===== src/rtl/ost_pkg.sv =====
// Package: register map, field layout, reset values and states of the settle timer
package ost_pkg;

  // ************************************************************
  // Register addresses and reset values
  // ************************************************************
  localparam logic [15:0] OST_ADDR_STATUS = 16'hFFA3;
  localparam logic [15:0] OST_ADDR_SELECT = 16'hFFA4;
  localparam logic [15:0] OST_ADDR_MOC    = 16'hFFA2;
  localparam logic [15:0] OST_ADDR_MCM    = 16'hFFA1;
  localparam logic [15:0] OST_ADDR_WAIT   = 16'hFFAA;
  localparam logic [7:0]  OST_RST_STATUS  = 8'h00;
  localparam logic [7:0]  OST_RST_SELECT  = 8'h05;
  localparam logic [7:0]  OST_RST_WAIT    = 8'h00;
  localparam logic [7:0]  OST_RST_MOC     = 8'h00;

  // ************************************************************
  // Field positions
  // ************************************************************
  localparam int OST_SEL_W       = 3;
  localparam int OST_WAIT_BIT    = 1;
  localparam int OST_HALT_BIT    = 7;
  localparam int OST_MCS_BIT     = 1;
  localparam int OST_MCM0_BIT    = 0;
  localparam int OST_CNT_W       = 17;

  // ************************************************************
  // Select codes and thresholds in crystal cycles
  // ************************************************************
  localparam logic [2:0] OST_SEL_2P11 = 3'h1;
  localparam logic [2:0] OST_SEL_2P13 = 3'h2;
  localparam logic [2:0] OST_SEL_2P14 = 3'h3;
  localparam logic [2:0] OST_SEL_2P15 = 3'h4;
  localparam logic [2:0] OST_SEL_2P16 = 3'h5;
  localparam logic [16:0] OST_TH_2P11 = 17'h00800;
  localparam logic [16:0] OST_TH_2P13 = 17'h02000;
  localparam logic [16:0] OST_TH_2P14 = 17'h04000;
  localparam logic [16:0] OST_TH_2P15 = 17'h08000;
  localparam logic [16:0] OST_TH_2P16 = 17'h10000;

  // ************************************************************
  // Types
  // ************************************************************
  typedef struct packed {
    logic        wr;
    logic        rd;
    logic [15:0] addr;
    logic [7:0]  wdata;
    logic        bit_en;
    logic [2:0]  bit_pos;
  } ost_bus_t;

  typedef enum logic [2:0] {
    OST_RUN  = 3'b001,
    OST_STOP = 3'b010,
    OST_WAIT = 3'b100
  } ost_state_t;

endpackage


===== src/rtl/ost_timer.sv =====
// Crystal oscillation settle timer with status, select, oscillator and wait registers
`timescale 1ns/100ps
`default_nettype none

module ost_timer
  import ost_pkg::*;
(
  // Clock and reset
  input  wire logic           ref_clk,
  input  wire logic           resetn,
  // Register access
  input  wire ost_pkg::ost_bus_t bus,
  output logic [7:0]          rdata,
  // Power-mode events
  input  wire logic           stop_exec,
  input  wire logic           stop_release,
  input  wire logic           other_reset,
  // Crystal oscillator
  input  wire logic           crystal_input,
  input  wire logic           osc_running,
  input  wire logic           hs_is_crystal,
  output logic                hs_osc_halt,
  // CPU side
  output logic                cpu_clock_source_status,
  output logic                cpu_hold,
  output logic                periph_wait2
);
  import ost_pkg::*;

  // ************************************************************
  // Registers and decode signals
  // ************************************************************
  logic [OST_CNT_W-1:0] cnt_q;
  logic [7:0]           sel_q;
  logic [7:0]           wait_q;
  logic                 halt_q;
  logic                 mcm0_q;
  logic                 mcs_q;
  logic                 xin_q;
  ost_state_t           state_q;
  logic [4:0]           flags;
  logic                 clr;
  logic                 xedge;
  logic [16:0]          limit;
  // Next values of the registers above
  logic [OST_CNT_W-1:0] cnt_d;
  ost_state_t           state_d;
  logic [7:0]           rdata_d;

  // Selected limit; prohibited codes fall back to the longest wait
  function automatic logic [16:0] sel_limit(input logic [2:0] s);
    case (s)
      OST_SEL_2P11: sel_limit = OST_TH_2P11;
      OST_SEL_2P13: sel_limit = OST_TH_2P13;
      OST_SEL_2P14: sel_limit = OST_TH_2P14;
      OST_SEL_2P15: sel_limit = OST_TH_2P15;
      default:      sel_limit = OST_TH_2P16;
    endcase
  endfunction

  function automatic logic reg_write(input ost_bus_t b, input logic [15:0] a);
    reg_write = b.wr && (b.addr == a);
  endfunction

  // Bit writes change only the addressed bit
  function automatic logic [7:0] merge(input ost_bus_t b, input logic [7:0] old);
    logic [7:0] v;
    v = old;
    if (b.bit_en) begin
      v[b.bit_pos] = b.wdata[b.bit_pos];
    end else begin
      v = b.wdata;
    end
    merge = v;
  endfunction

  wire logic wr_moc = reg_write(bus, OST_ADDR_MOC);
  wire logic [7:0] moc_new = merge(bus, {halt_q, 7'h00});
  wire logic [7:0] mcm_new = merge(bus, {6'h00, mcs_q, mcm0_q});

  assign limit = sel_limit(sel_q[OST_SEL_W-1:0]);
  // Crystal sampled as a synchronous input; rising edges are counted
  assign xedge = crystal_input && !xin_q && osc_running && !halt_q;
  // Edges seen while halted or before oscillation are dropped, not deferred

  // ************************************************************
  // Clearing events
  // ************************************************************
  // Halt held at 1 keeps the count at zero, so status reads 00H throughout
  always_comb begin
    clr = 1'b0;
    if (stop_exec || other_reset) begin
      clr = 1'b1;
    end
    if (wr_moc && moc_new[OST_HALT_BIT]) begin
      clr = 1'b1;
    end
    if (halt_q) begin
      clr = 1'b1;
    end
  end

  // ************************************************************
  // Crystal cycle counter
  // ************************************************************
  always_ff @(posedge ref_clk or negedge resetn) begin
    if (!resetn) begin
      xin_q <= 1'b0;
    end else begin
      xin_q <= crystal_input;
    end
  end

  // Clear wins over a crystal edge in the same cycle
  always_comb begin
    cnt_d = cnt_q;
    if (clr) begin
      cnt_d = '0;
    end else if (xedge && (cnt_q < limit)) begin
      cnt_d = cnt_q + 17'h00001;
    end
  end

  always_ff @(posedge ref_clk or negedge resetn) begin
    if (!resetn) begin
      cnt_q <= '0;
    end else begin
      cnt_q <= cnt_d;
    end
  end

  // Thermometer decode keeps flags ordered and sticky until cleared
  assign flags = {cnt_q >= OST_TH_2P11, cnt_q >= OST_TH_2P13, cnt_q >= OST_TH_2P14,
                  cnt_q >= OST_TH_2P15, cnt_q >= OST_TH_2P16};

  // ************************************************************
  // Register writes
  // ************************************************************
  always_ff @(posedge ref_clk or negedge resetn) begin
    if (!resetn) begin
      sel_q <= OST_RST_SELECT;
    end else if (reg_write(bus, OST_ADDR_SELECT)) begin
      sel_q <= {5'h00, bus.wdata[OST_SEL_W-1:0]};
    end
  end

  always_ff @(posedge ref_clk or negedge resetn) begin
    if (!resetn) begin
      wait_q <= OST_RST_WAIT;
    end else if (reg_write(bus, OST_ADDR_WAIT)) begin
      wait_q <= merge(bus, wait_q);
    end
  end

  always_ff @(posedge ref_clk or negedge resetn) begin
    if (!resetn) begin
      halt_q <= OST_RST_MOC[OST_HALT_BIT];
    end else if (wr_moc) begin
      halt_q <= moc_new[OST_HALT_BIT];
    end
  end

  always_ff @(posedge ref_clk or negedge resetn) begin
    if (!resetn) begin
      mcm0_q <= 1'b0;
      mcs_q  <= 1'b0;
    end else begin
      if (reg_write(bus, OST_ADDR_MCM)) begin
        // Only the select bit is taken; the status bit is read-only
        mcm0_q <= mcm_new[OST_MCM0_BIT];
      end
      // Switch takes effect only while the high-speed clock runs
      mcs_q <= mcm0_q && !halt_q;
    end
  end

  // ************************************************************
  // STOP release sequencing
  // ************************************************************
  always_comb begin
    state_d = state_q;
    case (state_q)
      OST_RUN: begin
        if (stop_exec) begin
          state_d = OST_STOP;
        end
      end
      OST_STOP: begin
        if (stop_release) begin
          // Low-speed CPU clock resumes at once; software polls status
          if (mcs_q && hs_is_crystal) begin
            state_d = OST_WAIT;
          end else begin
            state_d = OST_RUN;
          end
        end
      end
      OST_WAIT: begin
        // Select must not change here, or the wait ends early
        if (cnt_q >= limit) begin
          state_d = OST_RUN;
        end
      end
      default: begin
        state_d = OST_RUN;
      end
    endcase
  end

  always_ff @(posedge ref_clk or negedge resetn) begin
    if (!resetn) begin
      state_q <= OST_RUN;
    end else begin
      state_q <= state_d;
    end
  end

  // ************************************************************
  // Outputs and read data
  // ************************************************************
  // Each port leaves a flip-flop, one cycle behind the state it shows
  always_ff @(posedge ref_clk or negedge resetn) begin
    if (!resetn) begin
      cpu_hold <= 1'b0;
    end else begin
      cpu_hold <= (state_q != OST_RUN);
    end
  end

  always_ff @(posedge ref_clk or negedge resetn) begin
    if (!resetn) begin
      hs_osc_halt <= 1'b0;
    end else begin
      hs_osc_halt <= halt_q;
    end
  end

  always_ff @(posedge ref_clk or negedge resetn) begin
    if (!resetn) begin
      cpu_clock_source_status <= 1'b0;
    end else begin
      cpu_clock_source_status <= mcs_q;
    end
  end

  always_ff @(posedge ref_clk or negedge resetn) begin
    if (!resetn) begin
      periph_wait2 <= 1'b0;
    end else begin
      periph_wait2 <= wait_q[OST_WAIT_BIT];
    end
  end

  // ************************************************************
  // Read data
  // ************************************************************
  // Unmapped addresses read back as zero
  always_comb begin
    case (bus.addr)
      OST_ADDR_STATUS: rdata_d = {3'h0, flags};
      OST_ADDR_SELECT: rdata_d = sel_q;
      OST_ADDR_WAIT:   rdata_d = wait_q;
      OST_ADDR_MOC:    rdata_d = {halt_q, 7'h00};
      OST_ADDR_MCM:    rdata_d = {6'h00, mcs_q, mcm0_q};
      default:         rdata_d = 8'h00;
    endcase
  end

  // Read data stands until the next read strobe
  always_ff @(posedge ref_clk or negedge resetn) begin
    if (!resetn) begin
      rdata <= 8'h00;
    end else if (bus.rd) begin
      rdata <= rdata_d;
    end
  end

endmodule

`default_nettype wire


===== config.mk =====
export PLATFORM = sky130hd
export DESIGN_NAME = ost_timer
export DESIGN_NICKNAME = d
export VERILOG_FILES = /design/src/rtl/ost_pkg.sv /design/src/rtl/ost_timer.sv
export SDC_FILE = /design/constraint.sdc
export NUM_CORES = 1
export LEC_CHECK = 0
export ABC_AREA = 1
export BUFFER_PORTS_ARGS = -buffer_cell sky130_fd_sc_hd__buf_2
export CAP_MARGIN = 30
export CORE_MARGIN = 2
export CORE_UTILIZATION = 52
export CTS_CLUSTER_SIZE = 20
export DETAILED_ROUTE_END_ITERATION = 12
export PLACE_DENSITY = 0.77
export SLEW_MARGIN = 5
export SYNTH_ARGS = -nofsm -noshare
export SYNTH_HDL_FRONTEND = slang
export SYNTH_SLANG_ARGS = --single-unit

===== constraint.sdc =====
create_clock -name ref_clk -period 1.98 [get_ports ref_clk]
set_clock_uncertainty 0.2 [all_clocks]
set_input_delay 0.198 -clock ref_clk [delete_from_list [all_inputs] [get_ports ref_clk]]
set_output_delay 0.198 -clock ref_clk [all_outputs]
set_load 0.03 [all_outputs]

Word-level counts from Yosys, hierarchy flattened
Cells that the tools add are included.
{"block": "word_totals", "ff_bits": 47, "latchBits": 0, "ramBits": 0, "rom_bits": 0, "input_bits": 38, "output_inout_bits": 12, "n_memories": 0}
{"block": "classes", "addsub": 1, "mul": 0, "div": 0, "n_lt_le_gt_ge": 9, "n_eq_ne": 16, "shift": 0, "mux": 22, "n_bitwise": 0, "reduce_logical": 17}
{"cell": "== test 16 bit (second input constant)", "n": 5}
{"cell": "case mux 17 bit (4 select lines)", "n": 1}
{"cell": "case mux 8 bit (5 select lines)", "n": 1}
{"cell": "2-to-1 mux 17 bit", "n": 2}
{"cell": "bitwise mux 8 bit", "n": 3}
{"cell": "adder 17 x 1 -> 17 bit (second input constant)", "n": 1}
{"cell": "greater-or-equal comparator 17 x 12 -> 1 bit (second input constant)", "n": 1}
{"cell": "greater-or-equal comparator 17 x 14 -> 1 bit (second input constant)", "n": 1}
{"cell": "greater-or-equal comparator 17 x 15 -> 1 bit (second input constant)", "n": 1}
{"cell": "greater-or-equal comparator 17 x 16 -> 1 bit (second input constant)", "n": 1}
{"cell": "greater-or-equal comparator 17 bit", "n": 1}
{"cell": "greater-or-equal comparator 17 bit (second input constant)", "n": 1}
{"cell": "less-than comparator 17 bit", "n": 1}
{"cell": "2-to-1 mux 8 bit", "n": 2}
{"cell": "logical AND 1 bit", "n": 12}
{"cell": "2-to-1 mux 3 bit", "n": 4}
{"cell": "== test 3 x 2 -> 1 bit (second input constant)", "n": 3}
{"cell": "case mux 3 bit (3 select lines)", "n": 1}
{"cell": "== test 3 x 1 -> 1 bit (second input constant)", "n": 2}
{"cell": "== test 3 bit (second input constant)", "n": 2}
{"cell": "2-to-1 mux 1 bit", "n": 6}
{"cell": "!= test 2 bit (second input constant)", "n": 3}
{"cell": "less-than comparator 3 x 4 -> 1 bit (second input constant)", "n": 1}
{"cell": "binary-select mux 1 bit (select 3 bit)", "n": 1}
{"cell": "other kinds (7)", "n": 8}

Logic depth before layout (Yosys ltp)
Gate-level depths: netlist of the first run.
{"block": "logic_depth", "word_depth": 10, "ltp_mapped": 16, "ltp_nobuf": 15}

Worst setup path before layout of the first run
Ideal clock, no wire load.
{"block": "synth_path", "path_type": "register -> register", "startpoint": "register sel_q[0]", "endpoint": "register cnt_q[0]", "arrival_ns": 1.858, "required_ns": 1.660, "slack_ns": -0.197, "stages_incl_launch_ff": 15, "path_buffers": 1, "synth_period_minus_slack_ns": 2.177, "cell_sequence": "dfstp_2 > inv_1 > nor3_1 > nand3b_1 > ha_1 > nand2_2 > inv_2 > nand2_1 > nand2_1 > inv_2 > nand2_4 > nor2_4 > buf_6 > xor2_1 > nor2_1"}
{"block": "synth_between", "elab_chain_len": 5}
{"item": "start, declared", "line": "ost_timer.sv:34", "text": "logic [7:0] sel_q;"}
{"item": "start signal, assigned", "line": "ost_timer.sv:143", "text": "sel_q <= {5'h00, bus.wdata[OST_SEL_W-1:0]};"}
{"item": "== test 3 bit, or another cell as far along", "line": "ost_timer.sv:52", "text": "case (s)"}
{"item": "case mux 17 bit (4 select lines) *", "line": "ost_timer.sv:52"}
{"item": "less-than comparator 17 bit *", "line": "ost_timer.sv:119", "text": "end else if (xedge && (cnt_q < limit)) begin"}
{"item": "logical AND 1 bit *", "line": "ost_timer.sv:119"}
{"item": "nonzero test 2 bit (no line) *"}
{"item": "end signal, assigned", "line": "ost_timer.sv:128", "text": "cnt_q <= cnt_d;"}
{"item": "end, declared", "line": "ost_timer.sv:33", "text": "logic [OST_CNT_W-1:0] cnt_q;"}
Every way passes the cells marked *; elsewhere a longest branch is shown, timed or not.
A chain may end at the register's enable or synchronous reset.

Worst setup path after layout of the first run
{"block": "layout_path", "startpoint": "register sel_q[2]", "endpoint": "register cnt_q[0]"}
Same word-level chain as after synthesis.

==> results.ini, run 1 <==
[logic_synthesis]
synth_edf_count=0
synth_area_leaders=dfrtp_1, nand2_1, nor2_1
synth_area_leader_cell=dfrtp_1
synth_top_cells_by_count=nand2_1, nor2_1, inv_1
synth_cells=460
yosysWarnings=0
yosysSeqAreaShare_pct=36.8
syn-cell-area_mm2=0.00320
synth-seq-cells=47
avgSynthCellArea_um2=6.97
synth_top_area_share_pct=34.4
synth_nets=505
async_flop_share_pct=100
synth.most_common_cell=nand2_1
yosysUniqueCellTypes=35
synth_flop_cell=dfrtp_1

[placement]
numPortBuffers=49
place.gp.congestion=0.923
place_hpwl_um=5780

[sta]
setup_ws_ns=-0.253
period_share_pct=113
relSlewSlack_pct=78.5
min_period_ns=2.23
worst_pin_slew_ns=0.319
hold_slack_ns=0.0178
finalHoldViolCount=0
setup_viol=20
final-max-slew-violation-count=0
rsz0062_at_grt=true
fmax_mhz=448

[critical_path]
cp-start-kind=flop
cp.arrival_ns=2.27
cp_max_fo=6
endpoint_kind=flop
crit_required_ns=2.02
path_class=flop to flop

[route]
vias_per_cell=5.21
wl_per_cell_um=13.0
vias=3186
firstDrtPassIters=4
drcViolationCount=0
drt_iter0_markers=202
wl_um=7940
ant_nets=0

[finish]
final_util_pct=65.8
area_growth_pct=22.2
antenna_cells=0
layout-drive-gt1-share_pct=25.1
num-nets-final=581

[floorplan]
die-width_um=82.5
start_util_pct=53.8
num_rows=28
die_h_um=82.5
core_mm2=0.00596
pin_count=50
die_area_mm2=0.00681

[clocking]
root_buffer=clkbuf_8
cts_sinks=47
h-tree-depth=2
clk_pin_slew_ns=0.10
tritoncts=done
ctsLongestPathBuffers=2
cts_buffers=5
worstSkewPairLatency_ns=0.31

[global_routing]
antenna_found_initial=0
grt_first_pass_wirelength_um=13600
grt_max_degree=48
globalRouteOverflowTotal=0
grt_use_total_pct=25.9
grt_pass1_vias=3014

[hold_path]
hold_class=input port to flop

[status]
status=finished with violations
violations=setup timing

[power_and_ir_drop]
ir_worst_vdd_mv=0.630
powerDensity_mw_per_mm2=525
p_leak_nw=1.96

[job]
cap_violations=0

==> stage by stage <==
step | std cells | total power [mW] | worst slack [ns] | TNS [ns] | cell area (um2)
finish | 612 | 2.06 | -0.253 | -4.35 | 3920
global route | 612 | 2.16 | -0.387 | -6.70 | 3920
CTS | 612 | 2.07 | -0.210 | -3.49 | 3890
detailed placement | 591 | 1.32 | -0.276 | -4.26 | 3620
global placement | 591 | 1.31 | -0.190 | -2.80 | 3620
floorplan | 460 | 1.21 | -0.134 | -1.15 | 3210
==> area by class of cell <==
cell class,count,area [um2]
fill,525,2040
tap,75,93.8
timing repair buffer,76,485
inverter,64,244
clock buffer,5,68.8
multi-input combinational,342,1800
clock inverter,3,46.3
sequential,47,1180
==> sequential cells by signal (all words and copies together), names as in the netlist <==
register and flops:
periph_wait2 1, mcm0_q 1, cpu_hold 1, mcs_q 1, cpu_clock_source_status 1, halt_q 1
sel_q 3, state_q 3, cnt_q 17, hs_osc_halt 1, rdata 8, xin_q 1
wait_q 8
==> final timing paths <==
path                            from           end  slack [ns]  cells past startpoint
setup / recovery            sel_q[2]      cnt_q[0]       -0.25                     10
hold / removal               bus[28]      rdata[3]        0.02                      3
setup reg to reg            sel_q[2]      cnt_q[0]       -0.25                     10
hold reg to reg            wait_q[1]  periph_wait2        0.28                      0
max in group asynchronous     resetn    state_q[0]        1.09                      3
min in group asynchronous     resetn     cnt_q[12]        0.20                      3
==> layout by cell type (no fill, tap or decap), types with 2 or more instances in the layout <==
master,count
nor2_2,6
a21oi_1,4
o21ai_1,4
nor3_2,3
dfstp_2,3
nand4_1,28
inv_2,7
o21ai_2,8
ha_1,6
nor3_1,11
nand2_1,126
nand3_2,3
dlygate4sd3_1,10
buf_2,49
inv_1,55
nand2_4,3
a21boi_0,2
clkbuf_8,5
nor2_1,59
nor2_4,7
buf_4,16
dfrtp_1,44
o21ai_0,13
o22ai_1,2
nand2_2,12
nand3_1,34
==> worst max-delay path: stages, from the launching register on <==
cell and delay (ns):
dfstp_2 0.59, nor3_4 0.05, nand3b_1 0.20, ha_4 0.33
nand2_4 0.06, nor2_2 0.17, nand2_2 0.10, nand2_4 0.13
nor2_4 0.07, xor2_1 0.17, nor2_1 0.10
==> power by group <==
part	switching, mW	total (mW)	internal [mW]	leakage [nW]
sequential	0.0195	1.02	1.00	0.612
combinational	0.186	0.300	0.114	1.29
clock	0.357	0.738	0.381	0.0548
==> cells by family after synthesis <==
group,synth area share (%)
AO/OA/AOI/OAI,6.87
flip-flops,36.8
adder cells (fa/ha/maj),2.73
XOR/XNOR,0.273
AND/OR/NAND/NOR,43.9
buffers and inverters,9.41
==> metal layers <==
metal / GRT usage, % / routed length, um / vias up / part of all wire (%)
met4: 7.38 / 114 / 0 / 1.4
li1: - / - / 1634 / -
met1: 34.9 / 3630 / 1463 / 46
met2: 43.7 / 3810 / 80 / 48
met3: 3.37 / 381 / 9 / 4.8
met5: 0 / 0 / - / 0
==> what timing repair did <==
| item | CTS | global route |
|---|---|---|
| hold endpoints to repair | 58 | 0 |
| setup endpoints to repair | 20 | 20 |
| setup buffers | 2 | 0 |
| gates cloned | 1 | 0 |
| resized for setup | 6 | 6 |
| pin swaps | 3 | 7 |
| hold buffers | 10 | 0 |
(Power assumes the default switching activity.)
==> run 2, diff against run 1 <==
- CORE_UTILIZATION: 52 -> 59
- CTS_BUF_LIST: default -> sky130_fd_sc_hd__clkbuf_8
- PLACE_DENSITY: 0.77 -> 0.83
- clock period: 1.98 -> 2.1 ns (I/O delays scaled with it)
==> results.ini, run 2 (synthesized netlist as in run 1, its figures left out) <==
[route]
drcViolationCount=0  ; unchanged
ant_nets=0  ; unchanged
firstDrtPassIters=5  ; was 4
vias=3305  ; was 3,186
drt_iter0_markers=302  ; was 202
wl_um=8160  ; was 7940 um
vias_per_cell=5.44  ; was 5.21
wl_per_cell_um=13.4  ; was 13.0 um

[hold_path]
worstHoldEndpoint=wait_q[7]  ; was rdata[3]
hold_class=input port to flop  ; unchanged
hold_depth=3  ; unchanged
hp-start=bus[11]  ; was bus[28]

[sta]
setup_viol=20  ; unchanged
relSlewSlack_pct=65.3  ; was 78.5%
finalHoldViolCount=1  ; was 0
min_period_ns=2.25  ; was 2.23 ns
final.setup.tns_ns=-2.27  ; was -4.35 ns
setup_ws_ns=-0.150  ; was -0.253 ns
worst_pin_slew_ns=0.521  ; was 0.319 ns
period_share_pct=107  ; was 113%
fmax_mhz=444  ; was 448 MHz
hold_slack_ns=-0.00270  ; was 0.0178 ns
final-max-slew-violation-count=0  ; unchanged
rsz0062_at_grt=true  ; unchanged

[finish]
reg_top3=cnt_q x17, rdata x8, wait_q x8  ; unchanged
largest_register_ff_count=17  ; unchanged
antenna_cells=0  ; unchanged
final_cell_mix=nand2_1, nor2_1, inv_1  ; unchanged
num-nets-final=582  ; was 581
top_register=cnt_q  ; unchanged
regArea_mm2=0.00118  ; unchanged
final_util_pct=75.8  ; was 65.8%
final_common_cell=nand2_1  ; unchanged
area_growth_pct=22.3  ; was 22.2%
layout-drive-gt1-share_pct=25.5  ; was 25.1%
multi_input_area_mm2=0.00180  ; about the same
fill_cells=394  ; was 525

[global_routing]
antenna_found_initial=0  ; unchanged
grt_max_degree=28  ; was 48
globalRouteOverflowTotal=0  ; unchanged
grt_pass1_vias=3120  ; was 3,014
grt_use_total_pct=29.1  ; was 25.9%
grt_first_pass_wirelength_um=14100  ; was 13,600 um

[critical_path]
reg2reg_slack_ns=-0.15  ; was -0.25 ns
endpoint_kind=flop  ; unchanged
cp_max_fo=6  ; unchanged
path_class=flop to flop  ; unchanged
critPathSlowestCell=dfstp_2  ; unchanged
crit_required_ns=2.14  ; was 2.02 ns
path_depth=15  ; was 10
cp_top_family=simple AND/OR/NAND/NOR gates  ; unchanged
cpPeakStageDelay_ns=0.54  ; was 0.59 ns
cp-start-kind=flop  ; unchanged
path_buf_inv=3  ; was 0
cp.arrival_ns=2.29  ; was 2.27 ns
regToRegStartpoint=sel_q[0]  ; was sel_q[2]
rr_endpoint=cnt_q[10]  ; was cnt_q[0]
rr_worst_depth=15  ; was 10
crit_chain=inv_2 -> nor3_2 -> nand3b_1 -> ha_4 -> nand2_4 -> inv_2 -> nand2_2 -> nand2_2 -> inv_2 -> nand2_4 -> nor2_4 -> nand2_1 -> nand2_1 -> nand2_1 -> nor2_1  ; was nor3_4 -> nand3b_1 -> ha_4 -> nand2_4 -> nor2_2 -> nand2_2 -> nand2_4 -> nor2_4 -> xor2_1 -> nor2_1

[floorplan]
die_area_mm2=0.00604  ; was 0.00681 mm2
pin_count=50  ; unchanged
die_h_um=77.7  ; was 82.5 um
num_rows=26  ; was 28
core_mm2=0.00517  ; was 0.00596 mm2
die-width_um=77.7  ; was 82.5 um
start_util_pct=61.9  ; was 53.8%

[clocking]
cts_sinks=47  ; unchanged
tritoncts=done  ; unchanged
ctsLongestPathBuffers=2  ; unchanged
h-tree-depth=2  ; unchanged
worstSkewPairLatency_ns=0.31  ; about the same
cts_buffers=5  ; unchanged
root_buffer=clkbuf_8  ; unchanged
clk_pin_slew_ns=0.09  ; was 0.10 ns

[job]
cap_violations=0  ; unchanged

[placement]
place_hpwl_um=5800  ; was 5780 um
place.gp.congestion=0.909  ; was 0.923
numPortBuffers=49  ; unchanged

[power_and_ir_drop]
p_leak_nw=1.97  ; was 1.96 nW
powerDensity_mw_per_mm2=504  ; was 525 mW/mm2
ir_worst_vdd_mv=0.472  ; was 0.630 mV

[status]
status=finished with violations  ; unchanged
violations=hold timing, setup timing  ; was setup timing

-- run 2: cell types whose count changed in the layout (fill, tap and decap cells not counted), sizes merged --
cell         change
clkbuf           +1
dlygate4sd3      -1
clkinvlp         -1
buf              +2
inv              -1
clkinv           +1
-- run 2: worst max path at each step --
stage	start	to	slack (ns)
after global placement	sel_q[2]	cnt_q[0]	-0.05
final	sel_q[0]	cnt_q[10]	-0.15
after global routing	sel_q[0]	cnt_q[10]	-0.29
after detailed placement	sel_q[2]	cnt_q[7]	-0.21
after floorplan	sel_q[0]	cnt_q[0]	-0.01
after CTS	sel_q[0]	cnt_q[0]	-0.12
-- run 2: cell type report --
| class | instances | share of cell area [%] |
|---|---|---|
| clock buffers | 6 | 2.11 |
| clock inverters | 2 | 0.894 |
| inverters | 64 | 6.23 |
| multi-input cells | 342 | 45.9 |
| flip-flops and latches | 47 | 30.1 |
| well taps | 70 | 2.23 |
| repair buffers | 77 | 12.5 |
-- run 2: worst min-delay path, stage by stage --
cell and delay (ns):
buf_2 0.11, o21ai_0 0.09, o21ai_2 0.06
-- run 2: report_power, final --
part           switching, mW  total [mW]  internal [mW]
clock network          0.328       0.714          0.386
registers             0.0207       0.964          0.943
logic                  0.190       0.298          0.109
-- run 2: metrics by stage --
| stage | cell area [um2] | instances | worst slack, ns | power (mW) | hold WS [ns] |
|---|---|---|---|---|---|
| final | 3920 | 608 | -0.150 | 1.98 | -0.00270 |
| after global routing | 3920 | 608 | -0.288 | 2.04 | 0.0238 |
| after CTS | 3910 | 607 | -0.124 | 1.96 | 0.00639 |
| after detailed placement | 3610 | 586 | -0.206 | 1.25 | 0.0121 |
| after global placement | 3610 | 586 | -0.0545 | 1.24 | 0.00760 |
| after floorplan | 3210 | 460 | -0.0140 | 1.14 | -0.286 |
-- run 2: what timing repair did --
| item | CTS | global route |
|---|---|---|
| gates cloned | 1 | 0 |
| resized for setup | 14 | 0 |
| buffers inserted | 3 | 1 |
| hold buffers | 9 | 0 |
| pin swaps | 6 | 7 |
| hold endpoints to repair | 30 | 0 |
| endpoints found under the setup margin | 20 | 20 |
-- run 2: routing by layer --
layer | share of wire (%) | vias to the layer above | GRT usage [%]
li1 | - | 1639 | -
met1 | 45 | 1544 | 40.2
met2 | 49 | 111 | 47.4
met3 | 4.8 | 11 | 5.12
met4 | 1.2 | 0 | 7.50
met5 | 0 | - | 0
==> run 3, diff against run 2 <==
- CORE_UTILIZATION: 59 -> 57
- CTS_BUF_LIST: sky130_fd_sc_hd__clkbuf_8 -> sky130_fd_sc_hd__clkbuf_16
- PLACE_DENSITY: 0.83 -> 0.8
==> results.ini, run 3 (synthesized netlist as in run 1, its figures left out) <==
[status]
status=finished with violations  ; unchanged
violations=hold timing, setup timing  ; unchanged

[critical_path]
cpPeakStageDelay_ns=0.56  ; was 0.54 ns
reg2reg_slack_ns=-0.23  ; was -0.15 ns
path_class=flop to flop  ; unchanged
regToRegStartpoint=sel_q[0]  ; unchanged
path_buf_inv=3  ; unchanged
cp_max_fo=6  ; unchanged
crit_required_ns=2.13  ; was 2.14 ns
rr_worst_depth=15  ; unchanged
endpoint=cnt_q[10]  ; unchanged
critPathSlowestCell=dfstp_2  ; unchanged
rr_endpoint=cnt_q[10]  ; unchanged
cp-start-kind=flop  ; unchanged
cp_top_family=simple AND/OR/NAND/NOR gates  ; unchanged
endpoint_kind=flop  ; unchanged
crit_start=sel_q[0]  ; unchanged
cp.arrival_ns=2.35  ; was 2.29 ns
crit_chain=inv_4 -> nor3_4 -> nand3b_1 -> ha_4 -> nand2_4 -> inv_2 -> nand2_2 -> nand2_2 -> inv_2 -> nand2_4 -> nor2_4 -> nand2_1 -> nand2_1 -> nand2_1 -> nor2_1  ; was inv_2 -> nor3_2 -> nand3b_1 -> ha_4 -> nand2_4 -> inv_2 -> nand2_2 -> nand2_2 -> inv_2 -> nand2_4 -> nor2_4 -> nand2_1 -> nand2_1 -> nand2_1 -> nor2_1
cpMostUsedCell=nand2_1
path_depth=15  ; unchanged

[sta]
worst_pin_slew_ns=0.677  ; was 0.521 ns
min_period_ns=2.33  ; was 2.25 ns
fmax_mhz=430  ; was 444 MHz
final.setup.tns_ns=-3.35  ; was -2.27 ns
finalHoldViolCount=3  ; was 1
period_share_pct=111  ; was 107%
relSlewSlack_pct=54.9  ; was 65.3%
setup_ws_ns=-0.226  ; was -0.150 ns
hold_slack_ns=-0.0119  ; was -0.00270 ns
final-max-slew-violation-count=0  ; unchanged
setup_viol=20  ; unchanged
rsz0062_at_grt=true  ; unchanged

[floorplan]
die_area_mm2=0.00624  ; was 0.00604 mm2
die-width_um=79.0  ; was 77.7 um
start_util_pct=58.6  ; was 61.9%
die_h_um=79.0  ; was 77.7 um
core_mm2=0.00547  ; was 0.00517 mm2
pin_count=50  ; unchanged
num_rows=27  ; was 26

[global_routing]
grt_pass1_vias=3070  ; was 3,120
grt_max_degree=31  ; was 28
globalRouteOverflowTotal=0  ; unchanged
grt_use_total_pct=27.9  ; was 29.1%
grt_first_pass_wirelength_um=13800  ; was 14,100 um
antenna_found_initial=0  ; unchanged

[power_and_ir_drop]
p_leak_nw=1.99  ; was 1.97 nW
ir_worst_vdd_mv=0.509  ; was 0.472 mV
powerDensity_mw_per_mm2=542  ; was 504 mW/mm2

[clocking]
tritoncts=done  ; unchanged
h-tree-depth=2  ; unchanged
cts_buffers=5  ; unchanged
cts_sinks=47  ; unchanged
worstSkewPairLatency_ns=0.29  ; was 0.31 ns
ctsLongestPathBuffers=2  ; unchanged
clk_pin_slew_ns=0.07  ; was 0.09 ns
root_buffer=clkbuf_16  ; was clkbuf_8

[hold_path]
hold_class=input port to flop  ; unchanged

[route]
firstDrtPassIters=5  ; unchanged
drt_iter0_markers=265  ; was 302
wl_um=8310  ; was 8160 um
vias=3231  ; was 3,305
vias_per_cell=5.31  ; was 5.44
wl_per_cell_um=13.7  ; was 13.4 um
drcViolationCount=0  ; unchanged
ant_nets=0  ; unchanged

[finish]
final_cell_mix=nand2_1, nor2_1, inv_1  ; unchanged
top_register=cnt_q  ; unchanged
antenna_cells=0  ; unchanged
regArea_mm2=0.00118  ; unchanged
multi_input_area_mm2=0.00182  ; was 0.00180 mm2
reg_top3=cnt_q x17, rdata x8, wait_q x8  ; unchanged
final_common_cell=nand2_1  ; unchanged
fill_cells=432  ; was 394
largest_register_ff_count=17  ; unchanged
final_area_mm2=0.00395  ; was 0.00392 mm2
layout-drive-gt1-share_pct=25.6  ; was 25.5%
num-nets-final=580  ; was 582
area_growth_pct=23.3  ; was 22.3%

[placement]
place_hpwl_um=5930  ; was 5800 um
numPortBuffers=49  ; unchanged
place.gp.congestion=0.936  ; was 0.909
postPlaceCellArea_mm2=0.00361  ; about the same

[job]
cap_violations=0  ; unchanged

-- run 3: cell count changes in the layout (fill, tap and decap cells not counted), moves of 2 or more --
cell	delta
inv_1	+3
buf_4	+3
clkbuf_16	+5
clkbuf_8	-6
inv_2	-2
dlygate4sd3_1	-4
-- run 3: worst register-to-register path: stages (launching register included) --
cell	delay, ns
dfstp_2	0.56
inv_4	0.05
nor3_4	0.12
nand3b_1	0.19
ha_4	0.24
nand2_4	0.09
inv_2	0.04
nand2_2	0.05
nand2_2	0.07
inv_2	0.09
nand2_4	0.09
nor2_4	0.19
nand2_1	0.10
nand2_1	0.07
nand2_1	0.05
nor2_1	0.07
-- run 3: worst min path at each step --
stage | depth (start not counted) | end | slack, ns | start
floorplan | 0 | cnt_q[0] | -0.29 | resetn
global placement | 1 | rdata[4] | 0.09 | resetn
detailed placement | 1 | rdata[1] | 0.08 | resetn
CTS | 3 | wait_q[5] | 0.001 | bus[9]
global route | 3 | state_q[0] | 0.02 | stop_exec
finish | 3 | state_q[0] | -0.01 | stop_exec
-- run 3: power breakdown --
part | switching (mW) | total, mW | internal (mW)
Clock | 0.343 | 0.897 | 0.554
Sequential | 0.0190 | 0.963 | 0.944
Combinational | 0.178 | 0.281 | 0.103
-- run 3: final cells by class --
class / instances / share of cell area, %
multi-input cells: 342 / 46.0
flip-flops and latches: 47 / 29.9
repair buffers: 75 / 11.5
inverters: 64 / 6.24
clock buffers: 5 / 3.17
well taps: 72 / 2.28
clock inverters: 3 / 0.950
-- run 3: routing by layer --
metal	up-vias	track usage, %	routed length (um)
li1	1637	-	-
met1	1483	37.8	3770
met2	96	46.1	3960
met3	15	4.77	456
met4	0	7.76	124
met5	-	0	0
-- run 3: timing repair --
action | in CTS | in global routing
endpoints found under the setup margin | 20 | 20
endpoints found under the hold margin | 29 | 0
hold buffers | 5 | 0
gates resized for setup | 9 | 7
pin swaps | 10 | 9
gates cloned | 1 | 0
buffers inserted | 4 | 2
-- run 3: stage by stage --
step	util (%)	setup WS, ns	power, mW	std cells
after floorplan	-	-0.0140	1.14	460
after global placement	66.0	-0.0772	1.24	589
after detailed placement	66.0	-0.202	1.25	589
after CTS	71.4	-0.137	2.14	607
after global routing	72.2	-0.335	2.21	608
final	72.2	-0.226	2.14	608
